`src/rtl/usb_ls_pkg.sv`:
```
// Package with the register map, field layouts and types of the low-speed function registers.
package usb_ls_pkg;

  // ---------------------------------------------------------------------------
  // Register map
  // ---------------------------------------------------------------------------
  localparam logic [3:0] ADDR_DMA_HIGH   = 4'h0;
  localparam logic [3:0] ADDR_DMA_LOW    = 4'h1;
  localparam logic [3:0] ADDR_TOKEN      = 4'h2;
  localparam logic [3:0] ADDR_FLAGS      = 4'h3;
  localparam logic [3:0] ADDR_ENABLES    = 4'h4;
  localparam logic [3:0] ADDR_POWER      = 4'h5;
  localparam logic [3:0] ADDR_HOST_ID    = 4'h6;
  localparam logic [3:0] ADDR_EP0_TX     = 4'h7;
  localparam logic [3:0] ADDR_EP1_TX     = 4'h8;
  localparam logic [3:0] ADDR_EP2_TX     = 4'h9;

  // ---------------------------------------------------------------------------
  // Field positions and reset values
  // ---------------------------------------------------------------------------
  localparam int unsigned FLAG_DMA_LATE  = 6;
  localparam int unsigned FLAG_GOOD      = 5;
  localparam int unsigned FLAG_FAULT     = 4;
  localparam int unsigned FLAG_OVERRUN   = 3;
  localparam int unsigned FLAG_WAKE      = 2;
  localparam int unsigned FLAG_BUS_RESET = 1;
  localparam int unsigned FLAG_SOF       = 0;
  localparam int unsigned NUM_FLAGS      = 7;
  localparam int unsigned NUM_EP         = 3;

  localparam logic [6:0] FLAGS_RESET     = 7'h00;
  localparam logic [6:0] ENABLES_RESET   = 7'h00;
  localparam logic [3:0] POWER_RESET     = 4'h6;
  localparam logic [6:0] HOST_ID_RESET   = 7'h00;
  localparam logic [9:0] DMA_BASE_RESET  = 10'h000;
  localparam logic [1:0] TOKEN_PID_LOW   = 2'h1;
  localparam logic [5:0] TOKEN_PAD       = 6'h00;
  localparam logic [0:0] ZERO_BIT        = 1'h0;
  localparam logic [2:0] ZERO_3          = 3'h0;
  localparam logic [7:0] READ_ZERO       = 8'h00;
  localparam logic [6:0] ALL_KEEP        = 7'h7F;

  localparam int unsigned PWR_RESUME     = 3;
  localparam int unsigned PWR_REG_OFF    = 2;
  localparam int unsigned PWR_LOW_POWER  = 1;
  localparam int unsigned PWR_FORCE_INIT = 0;

  // Token kinds as seen in PID bits 3:2.
  localparam logic [1:0] TOKEN_OUT       = 2'h0;
  localparam logic [1:0] TOKEN_IN        = 2'h2;
  localparam logic [1:0] TOKEN_SETUP     = 2'h3;

  // ---------------------------------------------------------------------------
  // Timing
  // ---------------------------------------------------------------------------
  localparam int unsigned CLK_PERIOD_PS  = 25000;
  localparam int unsigned REG_SETTLE_US  = 3;
  localparam int unsigned REG_SETTLE_CYC =
    (REG_SETTLE_US * 1000000 + CLK_PERIOD_PS - 1) / CLK_PERIOD_PS;

  // ---------------------------------------------------------------------------
  // Types
  // ---------------------------------------------------------------------------
  typedef enum logic [1:0] {
    TX_DISABLED = 2'h0,
    TX_STALL    = 2'h1,
    TX_NAK      = 2'h2,
    TX_VALID    = 2'h3
  } tx_state_t;

  typedef struct packed {
    logic      status_stage_expect;
    logic      tx_toggle_bit;
    tx_state_t state;
    logic [3:0] tx_length;
  } ep_tx_t;

  localparam ep_tx_t EP_TX_RESET = '{1'b0, 1'b0, TX_DISABLED, 4'h0};

  typedef struct packed {
    logic       done;
    logic       ok;
    logic       answered_nak_stall;
    logic       is_rx;
    logic [1:0] endpoint_id;
    logic [1:0] token_kind_bits;
    logic [3:0] rx_byte_count;
  } xfer_t;

  typedef struct packed {
    logic timeout;
    logic crc;
    logic stuffing;
    logic framing;
  } bus_err_t;

  typedef struct packed {
    logic       valid;
    logic [1:0] endpoint_id;
    logic       is_tx;
    logic [2:0] byte_index;
  } dma_req_t;

endpackage

```
`src/rtl/usb_ls_regs.sv`:
```
// Register, event and endpoint transmit control logic of the low-speed USB function.
//
// Behaviour
// Software gives DMA base bits 15:6; bits 7:6 sit in the low register.
// Endpoint identifier reads 00, 01 or 10 for endpoints zero, one, two.
// Four-bit receive count holds bytes of last reception; meaningless after transmit.
// Token register holds PID bits 3:2 on top, zeros below, low bits implied 01.
// Token kind codes: 00 OUT, 10 IN, 11 SETUP.
// Only hardware sets event flags; software only clears them; reset to zero.
// DMA-late flag bit 6 set on any DMA overrun or underrun.
// Good-transfer flag bit 5 set only on error-free transfers not NAKed or STALLed.
// Bus-fault flag bit 4 set on timeout, CRC, stuffing or framing error.
// Flag-overrun bit 3 set when fault, wake or frame flag is set again.
// Wake-detect bit 2 set on bus activity during suspend; own interrupt line.
// Bus-reset flag bit 1 set on bus reset, which clears address and endpoints.
// Start-of-frame bit 0 set on each keep-alive strobe.
// Interrupt when flag and mask both set and CPU interrupt-disable is clear.
// Writing 0 clears a flag, writing 1 leaves it unchanged.
// Resume bit 3 drives resume signalling while suspended; software clears it.
// Regulator-off bit 2 powers down regulator; 3 us settling; resets to 1.
// Low-power bit 1 enters suspend; hardware clears it on bus activity; resets 1.
// Force-init bit 0 holds bus-reset state; clearing it raises bus-reset event.
// Address register holds seven-bit identifier, bit 7 zero, cleared by resets.
// Status-stage-expect bit 7 makes nonzero OUT data get STALL, not ACK.
// Transmit toggle picks DATA0/DATA1; set on SETUP, flipped on ACK, writable.
// Transmit state 00 off, 01 STALL, 10 NAK, 11 valid; NAK after good IN/SETUP.
// Software writes transmit length 0 to 8 into four-bit field.
// Each DMA slot fills upward from byte offset 000.
// Slots ascend: EP0 RX, EP0 TX, EP1 RX, EP1 TX, EP2 RX, EP2 TX.
// Overrun, wake and DMA-late flags stay set until software clears them.
`timescale 1ns/10ps
module usb_ls_regs (
  input  wire logic                 ref_clk,
  input  wire logic                 nrst,
  input  wire logic [3:0]           reg_addr,
  input  wire logic [7:0]           reg_wdata,
  input  wire logic                 reg_wr,
  input  wire logic                 reg_rd,
  output logic [7:0]                reg_rdata,
  input  wire usb_ls_pkg::xfer_t    xfer,
  input  wire usb_ls_pkg::bus_err_t bus_err,
  input  wire logic                 dma_late,
  input  wire logic                 bus_activity,
  input  wire logic                 bus_reset_seen,
  input  wire logic                 keep_alive,
  input  wire logic                 setup_seen,
  input  wire logic                 host_ack,
  input  wire logic [1:0]           pid_ep,
  input  wire logic                 out_nonzero,
  input  wire usb_ls_pkg::dma_req_t dma_req,
  input  wire logic                 cpu_irq_disable,
  output logic                      irq_req,
  output logic                      wake_irq_req,
  output logic [15:0]               dma_addr,
  output logic                      dma_addr_valid,
  output usb_ls_pkg::ep_tx_t        ep_view,
  output logic                      out_stall,
  output logic                      resume_drive,
  output logic                      regulator_off,
  output logic                      regulator_ready,
  output logic                      low_power,
  output logic                      sie_hold_reset,
  output logic [6:0]                host_id
);
  import usb_ls_pkg::*;

  // ---------------------------------------------------------------------------
  // State
  // ---------------------------------------------------------------------------
  logic [7:0]           dma_high_reg;
  logic [1:0]           dma_base_low_bits_reg;
  logic [1:0]           endpoint_id_reg;
  logic [3:0]           rx_byte_count_reg;
  logic [1:0]           token_kind_bits_reg;
  logic [NUM_FLAGS-1:0] flags_reg;
  logic [NUM_FLAGS-1:0] flags_next;
  logic [NUM_FLAGS-1:0] flag_set;
  logic [NUM_FLAGS-1:0] enables_reg;
  logic [3:0]           power_reg;
  logic [6:0]           host_id_reg;
  ep_tx_t               ep_reg [NUM_EP];
  logic [7:0]           settle_cnt_reg;
  logic                 usb_reset;
  logic                 good_xfer;
  logic                 force_release;
  logic [6:0]           clear_keep;

  function automatic logic hit(input logic [3:0] a);
    return reg_wr && (reg_addr == a);
  endfunction

  // Slot index of an endpoint buffer, receive slot first.
  function automatic logic [2:0] slot_of(input logic [1:0] ep, input logic is_tx);
    return {ep, is_tx};
  endfunction

  // A forced reset acts like a reset coming from the bus, but raises the bus-reset flag only when it is released.
  assign usb_reset     = bus_reset_seen || power_reg[PWR_FORCE_INIT];
  assign force_release = hit(ADDR_POWER) && power_reg[PWR_FORCE_INIT]
                         && !reg_wdata[PWR_FORCE_INIT];
  assign good_xfer     = xfer.done && xfer.ok && !xfer.answered_nak_stall;

  // ---------------------------------------------------------------------------
  // DMA base and transfer identification
  // ---------------------------------------------------------------------------
  always_ff @(posedge ref_clk) begin
    if (!nrst) begin
      dma_high_reg          <= DMA_BASE_RESET[9:2];
      dma_base_low_bits_reg <= DMA_BASE_RESET[1:0];
    end else begin
      if (hit(ADDR_DMA_HIGH)) begin
        dma_high_reg <= reg_wdata;
      end
      if (hit(ADDR_DMA_LOW)) begin
        dma_base_low_bits_reg <= reg_wdata[7:6];
      end
    end
  end

  always_ff @(posedge ref_clk) begin
    if (!nrst) begin
      endpoint_id_reg     <= 2'h0;
      rx_byte_count_reg   <= 4'h0;
      token_kind_bits_reg <= TOKEN_OUT;
    end else if (good_xfer) begin
      endpoint_id_reg     <= xfer.endpoint_id;
      token_kind_bits_reg <= xfer.token_kind_bits;
      if (xfer.is_rx) begin
        rx_byte_count_reg <= xfer.rx_byte_count;
      end
    end
  end

  // Low address bits come from the slot and byte position, so buffers stay aligned.
  always_ff @(posedge ref_clk) begin
    if (!nrst) begin
      dma_addr       <= 16'h0000;
      dma_addr_valid <= 1'b0;
    end else begin
      dma_addr_valid <= dma_req.valid;
      dma_addr       <= {dma_high_reg, dma_base_low_bits_reg,
                         slot_of(dma_req.endpoint_id, dma_req.is_tx),
                         dma_req.byte_index};
    end
  end

  // ---------------------------------------------------------------------------
  // Event flags
  // ---------------------------------------------------------------------------
  always_comb begin
    flag_set                 = '0;
    flag_set[FLAG_DMA_LATE]  = dma_late;
    flag_set[FLAG_GOOD]      = good_xfer;
    flag_set[FLAG_FAULT]     = |bus_err;
    flag_set[FLAG_WAKE]      = bus_activity && power_reg[PWR_LOW_POWER];
    flag_set[FLAG_BUS_RESET] = bus_reset_seen || force_release;
    flag_set[FLAG_SOF]       = keep_alive;
    flag_set[FLAG_OVERRUN]   = (flag_set[FLAG_FAULT] && flags_reg[FLAG_FAULT])
                             || (flag_set[FLAG_WAKE] && flags_reg[FLAG_WAKE])
                             || (flag_set[FLAG_SOF] && flags_reg[FLAG_SOF]);
    clear_keep = hit(ADDR_FLAGS) ? reg_wdata[6:0] : ALL_KEEP;
    // A new event in the clearing cycle survives the clear.
    flags_next = (flags_reg & clear_keep) | flag_set;
  end

  always_ff @(posedge ref_clk) begin
    if (!nrst) begin
      flags_reg <= FLAGS_RESET;
    end else begin
      flags_reg <= flags_next;
    end
  end

  always_ff @(posedge ref_clk) begin
    if (!nrst) begin
      enables_reg <= ENABLES_RESET;
    end else if (hit(ADDR_ENABLES)) begin
      enables_reg <= reg_wdata[6:0];
    end
  end

  assign irq_req      = |(flags_reg & enables_reg) && !cpu_irq_disable;
  assign wake_irq_req = flags_reg[FLAG_WAKE] && enables_reg[FLAG_WAKE]
                        && !cpu_irq_disable;

  // ---------------------------------------------------------------------------
  // Power control
  // ---------------------------------------------------------------------------
  always_ff @(posedge ref_clk) begin
    if (!nrst) begin
      power_reg <= POWER_RESET;
    end else begin
      if (hit(ADDR_POWER)) begin
        power_reg <= reg_wdata[3:0];
      end
      // Bus activity wakes the function even if software just asked to sleep.
      if (bus_activity) begin
        power_reg[PWR_LOW_POWER] <= 1'b0;
      end
    end
  end

  // Counts the settling time after the regulator is turned back on.
  always_ff @(posedge ref_clk) begin
    if (!nrst) begin
      settle_cnt_reg <= 8'h00;
    end else if (power_reg[PWR_REG_OFF]) begin
      settle_cnt_reg <= 8'h00;
    end else if (settle_cnt_reg != REG_SETTLE_CYC[7:0]) begin
      settle_cnt_reg <= settle_cnt_reg + 8'h01;
    end
  end

  assign regulator_off   = power_reg[PWR_REG_OFF];
  assign regulator_ready = settle_cnt_reg == REG_SETTLE_CYC[7:0];
  assign low_power       = power_reg[PWR_LOW_POWER];
  assign resume_drive    = power_reg[PWR_RESUME] && power_reg[PWR_LOW_POWER];
  assign sie_hold_reset  = usb_reset;

  // ---------------------------------------------------------------------------
  // Address and endpoint transmit control
  // ---------------------------------------------------------------------------
  always_ff @(posedge ref_clk) begin
    if (!nrst || usb_reset) begin
      host_id_reg <= HOST_ID_RESET;
    end else if (hit(ADDR_HOST_ID)) begin
      host_id_reg <= reg_wdata[6:0];
    end
  end
  assign host_id = host_id_reg;

  // Software writes land first so that hardware updates of the same cycle win.
  always_ff @(posedge ref_clk) begin
    for (int i = 0; i < NUM_EP; i++) begin
      if (!nrst || usb_reset) begin
        ep_reg[i] <= EP_TX_RESET;
      end else begin
        if (hit(ADDR_EP0_TX + 4'(i))) begin
          ep_reg[i] <= ep_tx_t'(reg_wdata);
        end
        if (setup_seen && pid_ep == 2'(i)) begin
          ep_reg[i].tx_toggle_bit <= 1'b1;
        end else if (host_ack && pid_ep == 2'(i)) begin
          ep_reg[i].tx_toggle_bit <= !ep_reg[i].tx_toggle_bit;
        end
        if (good_xfer && xfer.endpoint_id == 2'(i)
            && xfer.token_kind_bits != TOKEN_OUT) begin
          ep_reg[i].state <= TX_NAK;
        end
      end
    end
  end

  always_ff @(posedge ref_clk) begin
    if (!nrst) begin
      ep_view <= EP_TX_RESET;
    end else begin
      ep_view <= (pid_ep < 2'(NUM_EP)) ? ep_reg[pid_ep] : EP_TX_RESET;
    end
  end

  // Handshake decision for the current OUT data phase.
  assign out_stall = (pid_ep < 2'(NUM_EP)) && out_nonzero
                     && ep_reg[pid_ep].status_stage_expect;

  // ---------------------------------------------------------------------------
  // Register read port
  // ---------------------------------------------------------------------------
  always_ff @(posedge ref_clk) begin
    if (!nrst) begin
      reg_rdata <= READ_ZERO;
    end else if (reg_rd) begin
      if (reg_addr == ADDR_DMA_HIGH) begin
        reg_rdata <= dma_high_reg;
      end else if (reg_addr == ADDR_DMA_LOW) begin
        reg_rdata <= {dma_base_low_bits_reg, endpoint_id_reg, rx_byte_count_reg};
      end else if (reg_addr == ADDR_TOKEN) begin
        reg_rdata <= {token_kind_bits_reg, TOKEN_PAD};
      end else if (reg_addr == ADDR_FLAGS) begin
        reg_rdata <= {ZERO_BIT, flags_reg};
      end else if (reg_addr == ADDR_ENABLES) begin
        reg_rdata <= {ZERO_BIT, enables_reg};
      end else if (reg_addr == ADDR_POWER) begin
        reg_rdata <= {4'h0, power_reg};
      end else if (reg_addr == ADDR_HOST_ID) begin
        reg_rdata <= {ZERO_BIT, host_id_reg};
      end else if (reg_addr >= ADDR_EP0_TX && reg_addr <= ADDR_EP2_TX) begin
        reg_rdata <= ep_reg[2'(reg_addr - ADDR_EP0_TX)];
      end else begin
        reg_rdata <= READ_ZERO;
      end
    end
  end

  // ---------------------------------------------------------------------------
  // Checks
  // ---------------------------------------------------------------------------
  flag_no_sw_set_a : assert property (@(posedge ref_clk) disable iff (!nrst)
    (flag_set == '0) |=> ((flags_reg & ~$past(flags_reg)) == '0))
    else $error("event flag rose with no hardware event");

  flag_clear_zero_a : assert property (@(posedge ref_clk) disable iff (!nrst)
    (hit(ADDR_FLAGS) && !reg_wdata[FLAG_SOF] && !keep_alive) |=> !flags_reg[FLAG_SOF])
    else $error("frame flag not cleared by a zero write");

  good_flag_set_a : assert property (@(posedge ref_clk) disable iff (!nrst)
    (xfer.done && xfer.ok && !xfer.answered_nak_stall) |=> flags_reg[FLAG_GOOD])
    else $error("good transfer did not raise its flag");

  nak_no_good_a : assert property (@(posedge ref_clk) disable iff (!nrst)
    (!flags_reg[FLAG_GOOD] && xfer.answered_nak_stall) |=> !flags_reg[FLAG_GOOD])
    else $error("refused transfer raised the good flag");

  overrun_set_a : assert property (@(posedge ref_clk) disable iff (!nrst)
    (keep_alive && flags_reg[FLAG_SOF]) |=> flags_reg[FLAG_OVERRUN])
    else $error("repeat frame strobe did not raise overrun");

  irq_gate_a : assert property (@(posedge ref_clk) disable iff (!nrst)
    irq_req == ((|(flags_reg & enables_reg)) && !cpu_irq_disable))
    else $error("interrupt request disagrees with flags and masks");

  reset_clears_id_a : assert property (@(posedge ref_clk) disable iff (!nrst)
    bus_reset_seen |=> (host_id == 7'h00 && ep_reg[0] == EP_TX_RESET))
    else $error("bus reset left address or endpoint state");

  release_event_a : assert property (@(posedge ref_clk) disable iff (!nrst)
    force_release |=> (flags_reg[FLAG_BUS_RESET] && !sie_hold_reset) ##1 !sie_hold_reset)
    else $error("leaving forced reset did not raise the reset event");

  wake_clears_a : assert property (@(posedge ref_clk) disable iff (!nrst)
    (bus_activity && low_power) |=> (!low_power && flags_reg[FLAG_WAKE]))
    else $error("bus activity did not end suspend");

  nak_after_in_a : assert property (@(posedge ref_clk) disable iff (!nrst)
    (good_xfer && xfer.endpoint_id == 2'h1 && xfer.token_kind_bits == TOKEN_IN
     && !usb_reset) |=> ep_reg[1].state == TX_NAK)
    else $error("endpoint not forced to NAK after good IN");

  stall_out_a : assert property (@(posedge ref_clk) disable iff (!nrst)
    (pid_ep == 2'h0 && out_nonzero && !ep_reg[0].status_stage_expect) |-> !out_stall)
    else $error("OUT data stalled without status expectation");

  toggle_on_setup_a : assert property (@(posedge ref_clk) disable iff (!nrst)
    (setup_seen && pid_ep == 2'h1 && !usb_reset) |=> ep_reg[1].tx_toggle_bit)
    else $error("SETUP did not select DATA1 for the next packet");

  settle_a : assert property (@(posedge ref_clk) disable iff (!nrst)
    $fell(regulator_off) |-> !regulator_ready[*8])
    else $error("regulator reported ready too early");

endmodule

```
`config.mk`:
```
export PLATFORM = sky130hd
export DESIGN_NAME = usb_ls_regs
export DESIGN_NICKNAME = d
export VERILOG_FILES = /design/src/rtl/usb_ls_pkg.sv /design/src/rtl/usb_ls_regs.sv
export SDC_FILE = /design/constraint.sdc
export NUM_CORES = 1
export LEC_CHECK = 0
export CAP_MARGIN = 10
export CORE_MARGIN = 3
export CORE_UTILIZATION = 60
export DETAILED_ROUTE_END_ITERATION = 8
export DONT_BUFFER_PORTS = 1
export GPL_ROUTABILITY_DRIVEN = 0
export MAX_ROUTING_LAYER = met4
export PLACE_DENSITY_LB_ADDON = 0.15
export SLEW_MARGIN = 20
export SYNTH_ARGS = -nofsm -noshare
export SYNTH_HDL_FRONTEND = slang
export SYNTH_SLANG_ARGS = --single-unit
```
`constraint.sdc`:
```
create_clock -name ref_clk -period 2.6 [get_ports ref_clk]
set_input_delay 0.52 -clock ref_clk [delete_from_list [all_inputs] [get_ports ref_clk]]
set_output_delay 0.52 -clock ref_clk [all_outputs]
set_load 0.01 [all_outputs]
```
# ---- After elaboration in Yosys (flattened, before gate mapping)
# Memories as Yosys holds them, arrays and structs flattened.
# Index checks and enable logic that the tools add are counted.
dict set report op_classes {
  n_addsub 2
  bitwise_logic 16
  n_reduce_logical 58
  mux 64
  n_eq_ne 15
  magnitude_cmp 3
}
# op n
set ops {}
lappend ops {{$mux W8} 11}
lappend ops {{$mux W1} 48}
lappend ops {{$logic_and A1 B1 Y1} 36}
lappend ops {{$eq A4 B3 Y1 const B} 4}
lappend ops {{$and A7 B7 Y7} 2}
lappend ops {{$or A1 B1 Y1} 12}
lappend ops {{$add A8 B1 Y8 const B} 1}
lappend ops {{$eq A4 B2 Y1 const B} 2}
lappend ops {{$eq A4 B4 Y1 const B} 2}
lappend ops {{$eq A8 B7 Y1 const B} 1}
lappend ops {{$mux W2} 4}
lappend ops {{$ne A8 B7 Y1 const B} 1}
lappend ops {{$logic_not A1 Y1} 7}
lappend ops {{$mux W7} 1}
lappend ops {{$or A7 B7 Y7} 1}
lappend ops {{$reduce_or A7 Y1} 1}
lappend ops {{$logic_or A1 B1 Y1} 5}
lappend ops {{$eq A2 B1 Y1 const B} 2}
lappend ops {{$eq A2 B2 Y1 const B} 2}
lappend ops {{$eq A4 B1 Y1 const B} 1}
lappend ops {{$ge A4 B3 Y1 const B} 1}
lappend ops {{$le A4 B4 Y1 const B} 1}
lappend ops {{$logic_not A2 Y1} 2}
lappend ops {{$logic_not A4 Y1} 1}
lappend ops {{7 further kinds} 9}
dict set report totals {
  n_memories 1
  ram_bits 24
  input_bits 49
  out_inout_bits 48
  reg_bits 84
}
# memory depth word_bits read_ports rd_clocked_by_memory_dff wr line_no
set mem_list {}
lappend mem_list {ep_reg 3 8 5 0 3 usb_ls_regs.sv:81} ;# ep_tx_t ep_reg [NUM_EP];

# ---- Logic depth before layout (Yosys ltp)
# Gate-level depths: netlist (run 1).
dict set report logic_depth {
  word_depth 10
  ltp_mapped 9
  mapped_depth_nobuf 7
}

# ---- Worst setup path before layout (run 1)
# No wires, ideal clock.
dict set report synth_timing {
  path_type {input-to-reg}
  from {input port reg_addr[0]}
  to {memory ep_reg[1][0] in the netlist's numbering, enable pin}
  slack_ps 530
  n_path_buf 3
  stages 8
  arrival_ps 1760
  cell_sequence {buf_2 > inv_1 > ha_1 > buf_2 > buf_2 > nand4_1 > nor2b_1 > inv_1}
}
# element line_no
set synth_rtl {}
lappend synth_rtl {{start, declared} usb_ls_regs.sv:35} ;# input wire logic [3:0] reg_addr,
lappend synth_rtl {{end, declared} usb_ls_regs.sv:81}

# ---- Worst setup path after layout (run 1)
dict set report layout_timing {
  from {register settle_cnt_reg[3]}
  to {output port regulator_ready}
}
dict set report layout_via {
  elab_chain_len 1
}
# element line_no
set layout_rtl {}
lappend layout_rtl {{start, declared} usb_ls_regs.sv:82} ;# logic [7:0] settle_cnt_reg;
lappend layout_rtl {{start signal, assigned} usb_ls_regs.sv:210} ;# settle_cnt_reg <= settle_cnt_reg + 8'h01;
lappend layout_rtl {{$eq A8 B7 Y1} usb_ls_regs.sv:215} ;# assign regulator_ready = settle_cnt_reg == REG_SETTLE_CYC[7:0];
lappend layout_rtl {{end, declared} usb_ls_regs.sv:60} ;# output logic regulator_ready,
# Every way passes these cells.

==> impl_metrics.yaml, run 1 <==
setup_path:
  r2r_start: "power_reg[0]"
  startpoint: "settle_cnt_reg[3]"
  r2r_cells: 5
  crit_required_ns: 2.08
  path_cells: "and3_1 -> nand2_1 -> nor4b_4"
  max_stage_delay_ns: 0.49
  cp_slowest_cell: "nor4b_4"
  worstSetupEndpointType: "output pin"
  path_max_fanout: 5
  crit_path_start_kind: "flop"
  worst-setup-path-type: "reg -> out"
  rrSetupSlack_ns: 0.55
  arrival_ns: 1.55
  r2r_end: "ep_reg[0][6]"
  crit_end: "regulator_ready"
clock_tree:
  clk_pin_slew_worst_paths_ns: 0.10
  clkLatencyLatePin_ns: 0.37
  postCtsSetupRepairBufs: 0
  cts_hold_buf: 0
  cts_tree: "done"
  numCtsBuffers: 9
  h-tree-depth: 3
  ctsLongestPathBuffers: 2
  cts_sinks: 108
  post_cts_resized: 0
  cts_root_buffer: "clkbuf_8"
grt:
  grt_pass1_vias: 3814
  grt_pass1_wl_um: 19700
  track_usage: 0.269
  grt_overflow: 0
  grt_max_degree: 44
  antenna_found_initial: 0
logic_synthesis:
  syn_area_mm2: 0.00495
  synth_top_area_frac: 0.340
  synth_cells: 555
  syn_nets: 610
  yosysWarnings: 0
  seq_area_frac_synth: 0.486
  async_reset_ff_frac: 0
  ys_types: 52
  postSynthAreaPerCell_um2: 8.91
  synth_top_area_cell: "dfxtp_1"
  yosys_register_bits: 108
  synthFlopType: "dfxtp_1"
  synth_common_cells: "dfxtp_1, nand2_1, a21oi_1"
  synth_edf_count: 24
  synth_area_leaders: "dfxtp_1, edfxtp_1, mux2i_1"
power:
  p_leak_uw: 0.00197
  power_density_mw_per_mm2: 578
  ir_worst_vdd_mv: 0.383
placement:
  placed_cell_area_mm2: 0.00499
  dpl.cell_count: 634
  pre_cts_ws_ns: 0.319
  dpl.hpwl_um: 9090
  io_buffers: 0
final_layout:
  fillers: 680
  stdcell_area_mm2: 0.00517
  fin_nets: 598
  area_growth_pct: 4.55
  largest_reg_flops: 24
  drive_above_1_share: 0.0493
  instances_no_fill: 650
  diodes: 0
sta:
  hold_viol: 0
  worstMarginPinSlew_ns: 0.688
  slew_viol_final: 0
  period_needed_ns: 2.07
  finClkSkew_ns: 0.00523
  grt_setup_unrepaired: "false"
  max_freq_mhz: 484
  fin_crit_sh: 0.794
  final.setup.tns_ns: 0
  worst_slack_ns: 0.535
  max_slew_margin: 0.541
  setup_violations: 0
die:
  die_area_mm2: 0.00937
  coreArea_mm2: 0.00785
  rows: 32
  ioPinCount: 97
  die_y_um: 96.8
  fp.dieW_um: 96.8
  start_util: 0.630
run_status:
  status: "complete, no violations"
detailed_routing:
  dr.max_layer_used: "met4"
  drc_errors: 0
  wl_um: 12200
  antenna_violating_nets_post_route: 0
  dr.pass1.iters: 6
  drt-met1-wl_um: 5090
  drtIter0Drc: 221
  wl_per_cell_um: 18.8
  met2_length_um: 5820
  num_vias: 3971
  route.met3.wl_um: 1080
  avgViaCountPerCell: 6.11
min_path:
  min_path_type: "in -> reg"
job:
  max_cap_violations: 0
-- cells by family after synthesis --
| family | count (synthesis) | synth area share |
|---|---|---|
| compound gates | 121 | 0.142 |
| xor+xnor | 6 | 0.0106 |
| fa+ha+maj | 6 | 0.0152 |
| buf+inv | 43 | 0.0369 |
| flops | 108 | 0.486 |
| mux | 33 | 0.0668 |
| simple gates | 238 | 0.243 |
-- layout make-up --
type,count,area (um^2),area share
flip-flops and latches,108,2400,0.465
multi-input cells,404,2360,0.457
well taps,102,128,0.0247
clock buffers,9,124,0.0240
clock inverters,7,58.8,0.0114
inverters,14,52.6,0.0102
repair buffers,6,45.0,0.00871
-- report_power, final --
part / internal, uW / switching, uW
logic: 82.8 / 129
clock network: 365 / 602
registers: 1760 / 46.7
-- per-stage QoR --
stage / hold slack, ns / power, uW / utilization
6_report: 0.216 / 2990 / 0.659
5_1_grt: 0.200 / 3110 / 0.659
4_1_cts: 0.207 / 3000 / 0.659
3_5_place_dp: 0.456 / 2060 / 0.636
3_3_place_gp: 0.452 / 2050 / 0.636
2_1_floorplan: 0.437 / 2020 / -
-- routing by layer --
| layer | vias up | track usage |
|---|---|---|
| met2 | 172 | 0.424 |
| met5 | - | - |
| met3 | 22 | 0.0764 |
| li1 | 1896 | - |
| met4 | 0 | 0.0756 |
| met1 | 1881 | 0.342 |
-- critical path, delay by kind of cell (launching register included) --
family | cells | cell delay (ns)
simple gates | 3 | 0.77
flops | 1 | 0.39
-- worst min path at each step --
stage / startpoint / end / slack (ns) / depth (start not counted)
after floorplan: endpoint_id_reg[0] / endpoint_id_reg[0] / 0.44 / 2
after global placement: rx_byte_count_reg[2] / rx_byte_count_reg[2] / 0.45 / 2
after detailed placement: endpoint_id_reg[1] / endpoint_id_reg[1] / 0.46 / 2
after CTS: nrst / power_reg[2] / 0.21 / 1
after global routing: nrst / power_reg[2] / 0.20 / 1
final: nrst / power_reg[2] / 0.22 / 1
-- placed cells by master, fill, tap and decap left out, types with 3 or more instances in the layout --
cell type,instances
a21oi_1,53
a22oi_1,5
a31oi_1,4
a32oi_1,4
and2_1,35
and3_1,8
buf_4,6
clkbuf_8,9
dfxtp_1,84
edfxtp_1,24
ha_1,6
inv_1,12
mux2i_1,33
nand2_1,84
nand2b_1,8
nand3_1,18
nor2_1,50
nor2b_1,10
nor3_1,5
o21ai_0,36
o2bb2ai_1,7
or2_1,3
xnor2_1,3
xor2_1,3
No activity file was read; power rests on OpenSTA's default activity.
==> run 2, diff against run 1 <==
ABC_AREA = 1   (was not set)
clock period = 2 ns   (was 2.6 ns; I/O delays follow)
==> run 2 against run 1 <==
  * Non-clock buffer count increased by 6
  * Critical path depth is 1 higher
  * Worst hold slack lost 0.12 ns
  * First-iteration DRC count grew 33%
  * Flip-flop and latch count unchanged
  * Via count rose by 12%
  * Utilization increased by 1.6 points
  * Clock power is 22% higher
  * Synthesized cell count is 23% higher
  * Power rose by 30%
  * Synthesized area increased by 2.1%
  * Highest routed layer unchanged
==> impl_metrics.yaml, run 2 <==
die:
  rows: 32
  start_util: 0.637
  die_y_um: 97.7
  die_area_mm2: 0.00955
  fp.dieW_um: 97.7
  coreArea_mm2: 0.00793
  ioPinCount: 97
min_path:
  min_from: "nrst"
  holdPathStages: 1
  min_path_type: "in -> reg"
  holdPathEnd: "power_reg[1]"
detailed_routing:
  num_vias: 4446
  wl_per_cell_um: 16.2
  dr.pass1.iters: 5
  drtIter0Drc: 295
  wl_um: 12900
  drc_errors: 0
  antenna_violating_nets_post_route: 0
  avgViaCountPerCell: 5.60
logic_synthesis:
  seq_area_frac_synth: 0.476
  synth_edf_count: 24
  synth_area_leaders: "dfxtp_1, edfxtp_1, nand2_1"
  synthFlopType: "dfxtp_1"
  async_reset_ff_frac: 0
  synth_top_area_cell: "dfxtp_1"
  synth_most_common_cell: "nand2_1"
  ys_types: 42
  yosys_register_bits: 108
  synth_cells: 680
  postSynthAreaPerCell_um2: 7.42
  synth_top_area_frac: 0.333
  yosysWarnings: 0
  syn_area_mm2: 0.00505
  syn_nets: 735
  synth_common_cells: "nand2_1, inv_1, dfxtp_1"
power:
  pwr-share-comb: 0.091
  p_leak_uw: 0.00237
  p_switching_uw: 1010
  intPower_uw: 2890
  power_density_mw_per_mm2: 729
  seqPwrFrac: 0.608
  p_clk_frac: 0.302
  swShare: 0.259
  ir_worst_vdd_mv: 0.455
clock_tree:
  clk_pin_slew_worst_paths_ns: 0.10
  ctsLongestPathBuffers: 2
  cts_sinks: 108
  clkLatencyLatePin_ns: 0.37
  post_cts_resized: 0
  numCtsBuffers: 9
  cts_hold_buf: 0
  cts_tree: "done"
  h-tree-depth: 3
  cts_root_buffer: "clkbuf_8"
  postCtsSetupRepairBufs: 0
grt:
  grt_max_degree: 34
  grt_pass1_wl_um: 20600
  antenna_found_initial: 0
  track_usage: 0.276
  grt_overflow: 0
  grt_pass1_vias: 4154
sta:
  final.setup.tns_ns: 0
  hold_viol: 0
  max_freq_mhz: 564
  max_slew_margin: 0.643
  grt_setup_unrepaired: "false"
  finClkSkew_ns: 0.0118
  worstMarginPinSlew_ns: 0.536
  setup_violations: 0
  slew_viol_final: 0
  fin_crit_sh: 0.887
  period_needed_ns: 1.77
  worst_slack_ns: 0.226
setup_path:
  path_max_fanout: 4
  crit_path_start_kind: "flop"
  max_stage_delay_ns: 0.42
  worst-setup-path-type: "reg -> out"
  worstSetupEndpointType: "output pin"
  arrival_ns: 1.37
  cp_common_cell: "nand2_1"
  r2r_start: "power_reg[0]"
  path_cells: "nand2_1 -> nand2_1 -> a221oi_1 -> a41oi_1"
  crit_required_ns: 1.60
  r2r_cells: 6
  critPathTopFamily: "flip-flops"
  r2r_end: "ep_reg[1][4]"
  cp_num_buf_inv: 0
  cp_slowest_cell: "dfxtp_1"
  rrSetupSlack_ns: 0.23
final_layout:
  final_cell_mix: "nand2_1, inv_1, dfxtp_1, o21ai_0, a21oi_1"
  fin_nets: 742
  instances_no_fill: 794
  area_growth_pct: 6.00
  drive_above_1_share: 0.0795
  seq_area_mm2: 0.00240
  diodes: 0
  multi_input_area_mm2: 0.00209
  largest_reg_flops: 24
  fillers: 685
  layout_commonest_cell: "nand2_1"
placement:
  dpl.hpwl_um: 9910
  io_buffers: 0
  pre_cts_ws_ns: 0.113
  dpl.cell_count: 778
job:
  max_cap_violations: 0
run_status:
  status: "complete, no violations"
run 2: how the worst max path moves through the flow:
| stage | startpoint | endpoint | depth (start not counted) |
|---|---|---|---|
| floorplan | reg_addr[0] | reg_rdata[1] | 10 |
| global placement | reg_addr[0] | reg_rdata[4] | 12 |
| detailed placement | reg_addr[0] | ep_reg[1][4] | 8 |
| CTS | settle_cnt_reg[0] | regulator_ready | 5 |
| global route | power_reg[0] | ep_reg[2][5] | 8 |
| finish | flags_reg[2] | irq_req | 4 |
run 2: power groups by stage:
stage	Sequential, uW	Clock [uW]	Combinational [uW]
2_1_floorplan	2390	0	281
5_1_grt	2380	1290	399
3_5_place_dp	2420	0	348
4_1_cts	2370	1200	350
3_3_place_gp	2420	0	341
6_report	2370	1180	354
run 2: final cells by class:
type	instances	area share
clock buffer	12	0.0260
clock inverter	4	0.00468
inverter	125	0.0886
multi-input combinational	431	0.391
sequential	108	0.449
tap	102	0.0238
timing repair buffer	12	0.0168
run 2: cells by family after synthesis:
| kind of cell | share of synthesized area |
|---|---|
| and+or+nand+nor | 0.233 |
| DFF | 0.476 |
| AOI/OAI and AO/OA | 0.165 |
| xor gates and xnor gates | 0.00174 |
| adders and majority gates | 0.0149 |
| buffers and inverters | 0.110 |
run 2: through the flow:
stage               utilization  instance area (um^2)  total power (uW)  hold WS (ns)
floorplan                     -                  5050              2680         0.407
global placement          0.654                  5190              2760         0.425
detailed placement        0.654                  5190              2770         0.426
CTS                       0.675                  5350              3920        0.0792
global route              0.675                  5350              4070        0.0896
finish                    0.675                  5350              3900        0.0999
run 2: metal layers:
layer  vias to the layer above  GRT usage  routed length (um)
li1                       2184          -                   -
met1                      1995      0.342                5140
met2                       228      0.425                5870
met3                        39     0.0857                1430
met4                         0      0.101                 433
met5                         -          -                   0
run 2: worst reg2reg max path, stage by stage (launching register included):
cell and delay, ns:
dfxtp_1 0.33, or2_1 0.25, nor2_2 0.14, inv_2 0.13, nor4_1 0.42, inv_1 0.11
nand2_1 0.11
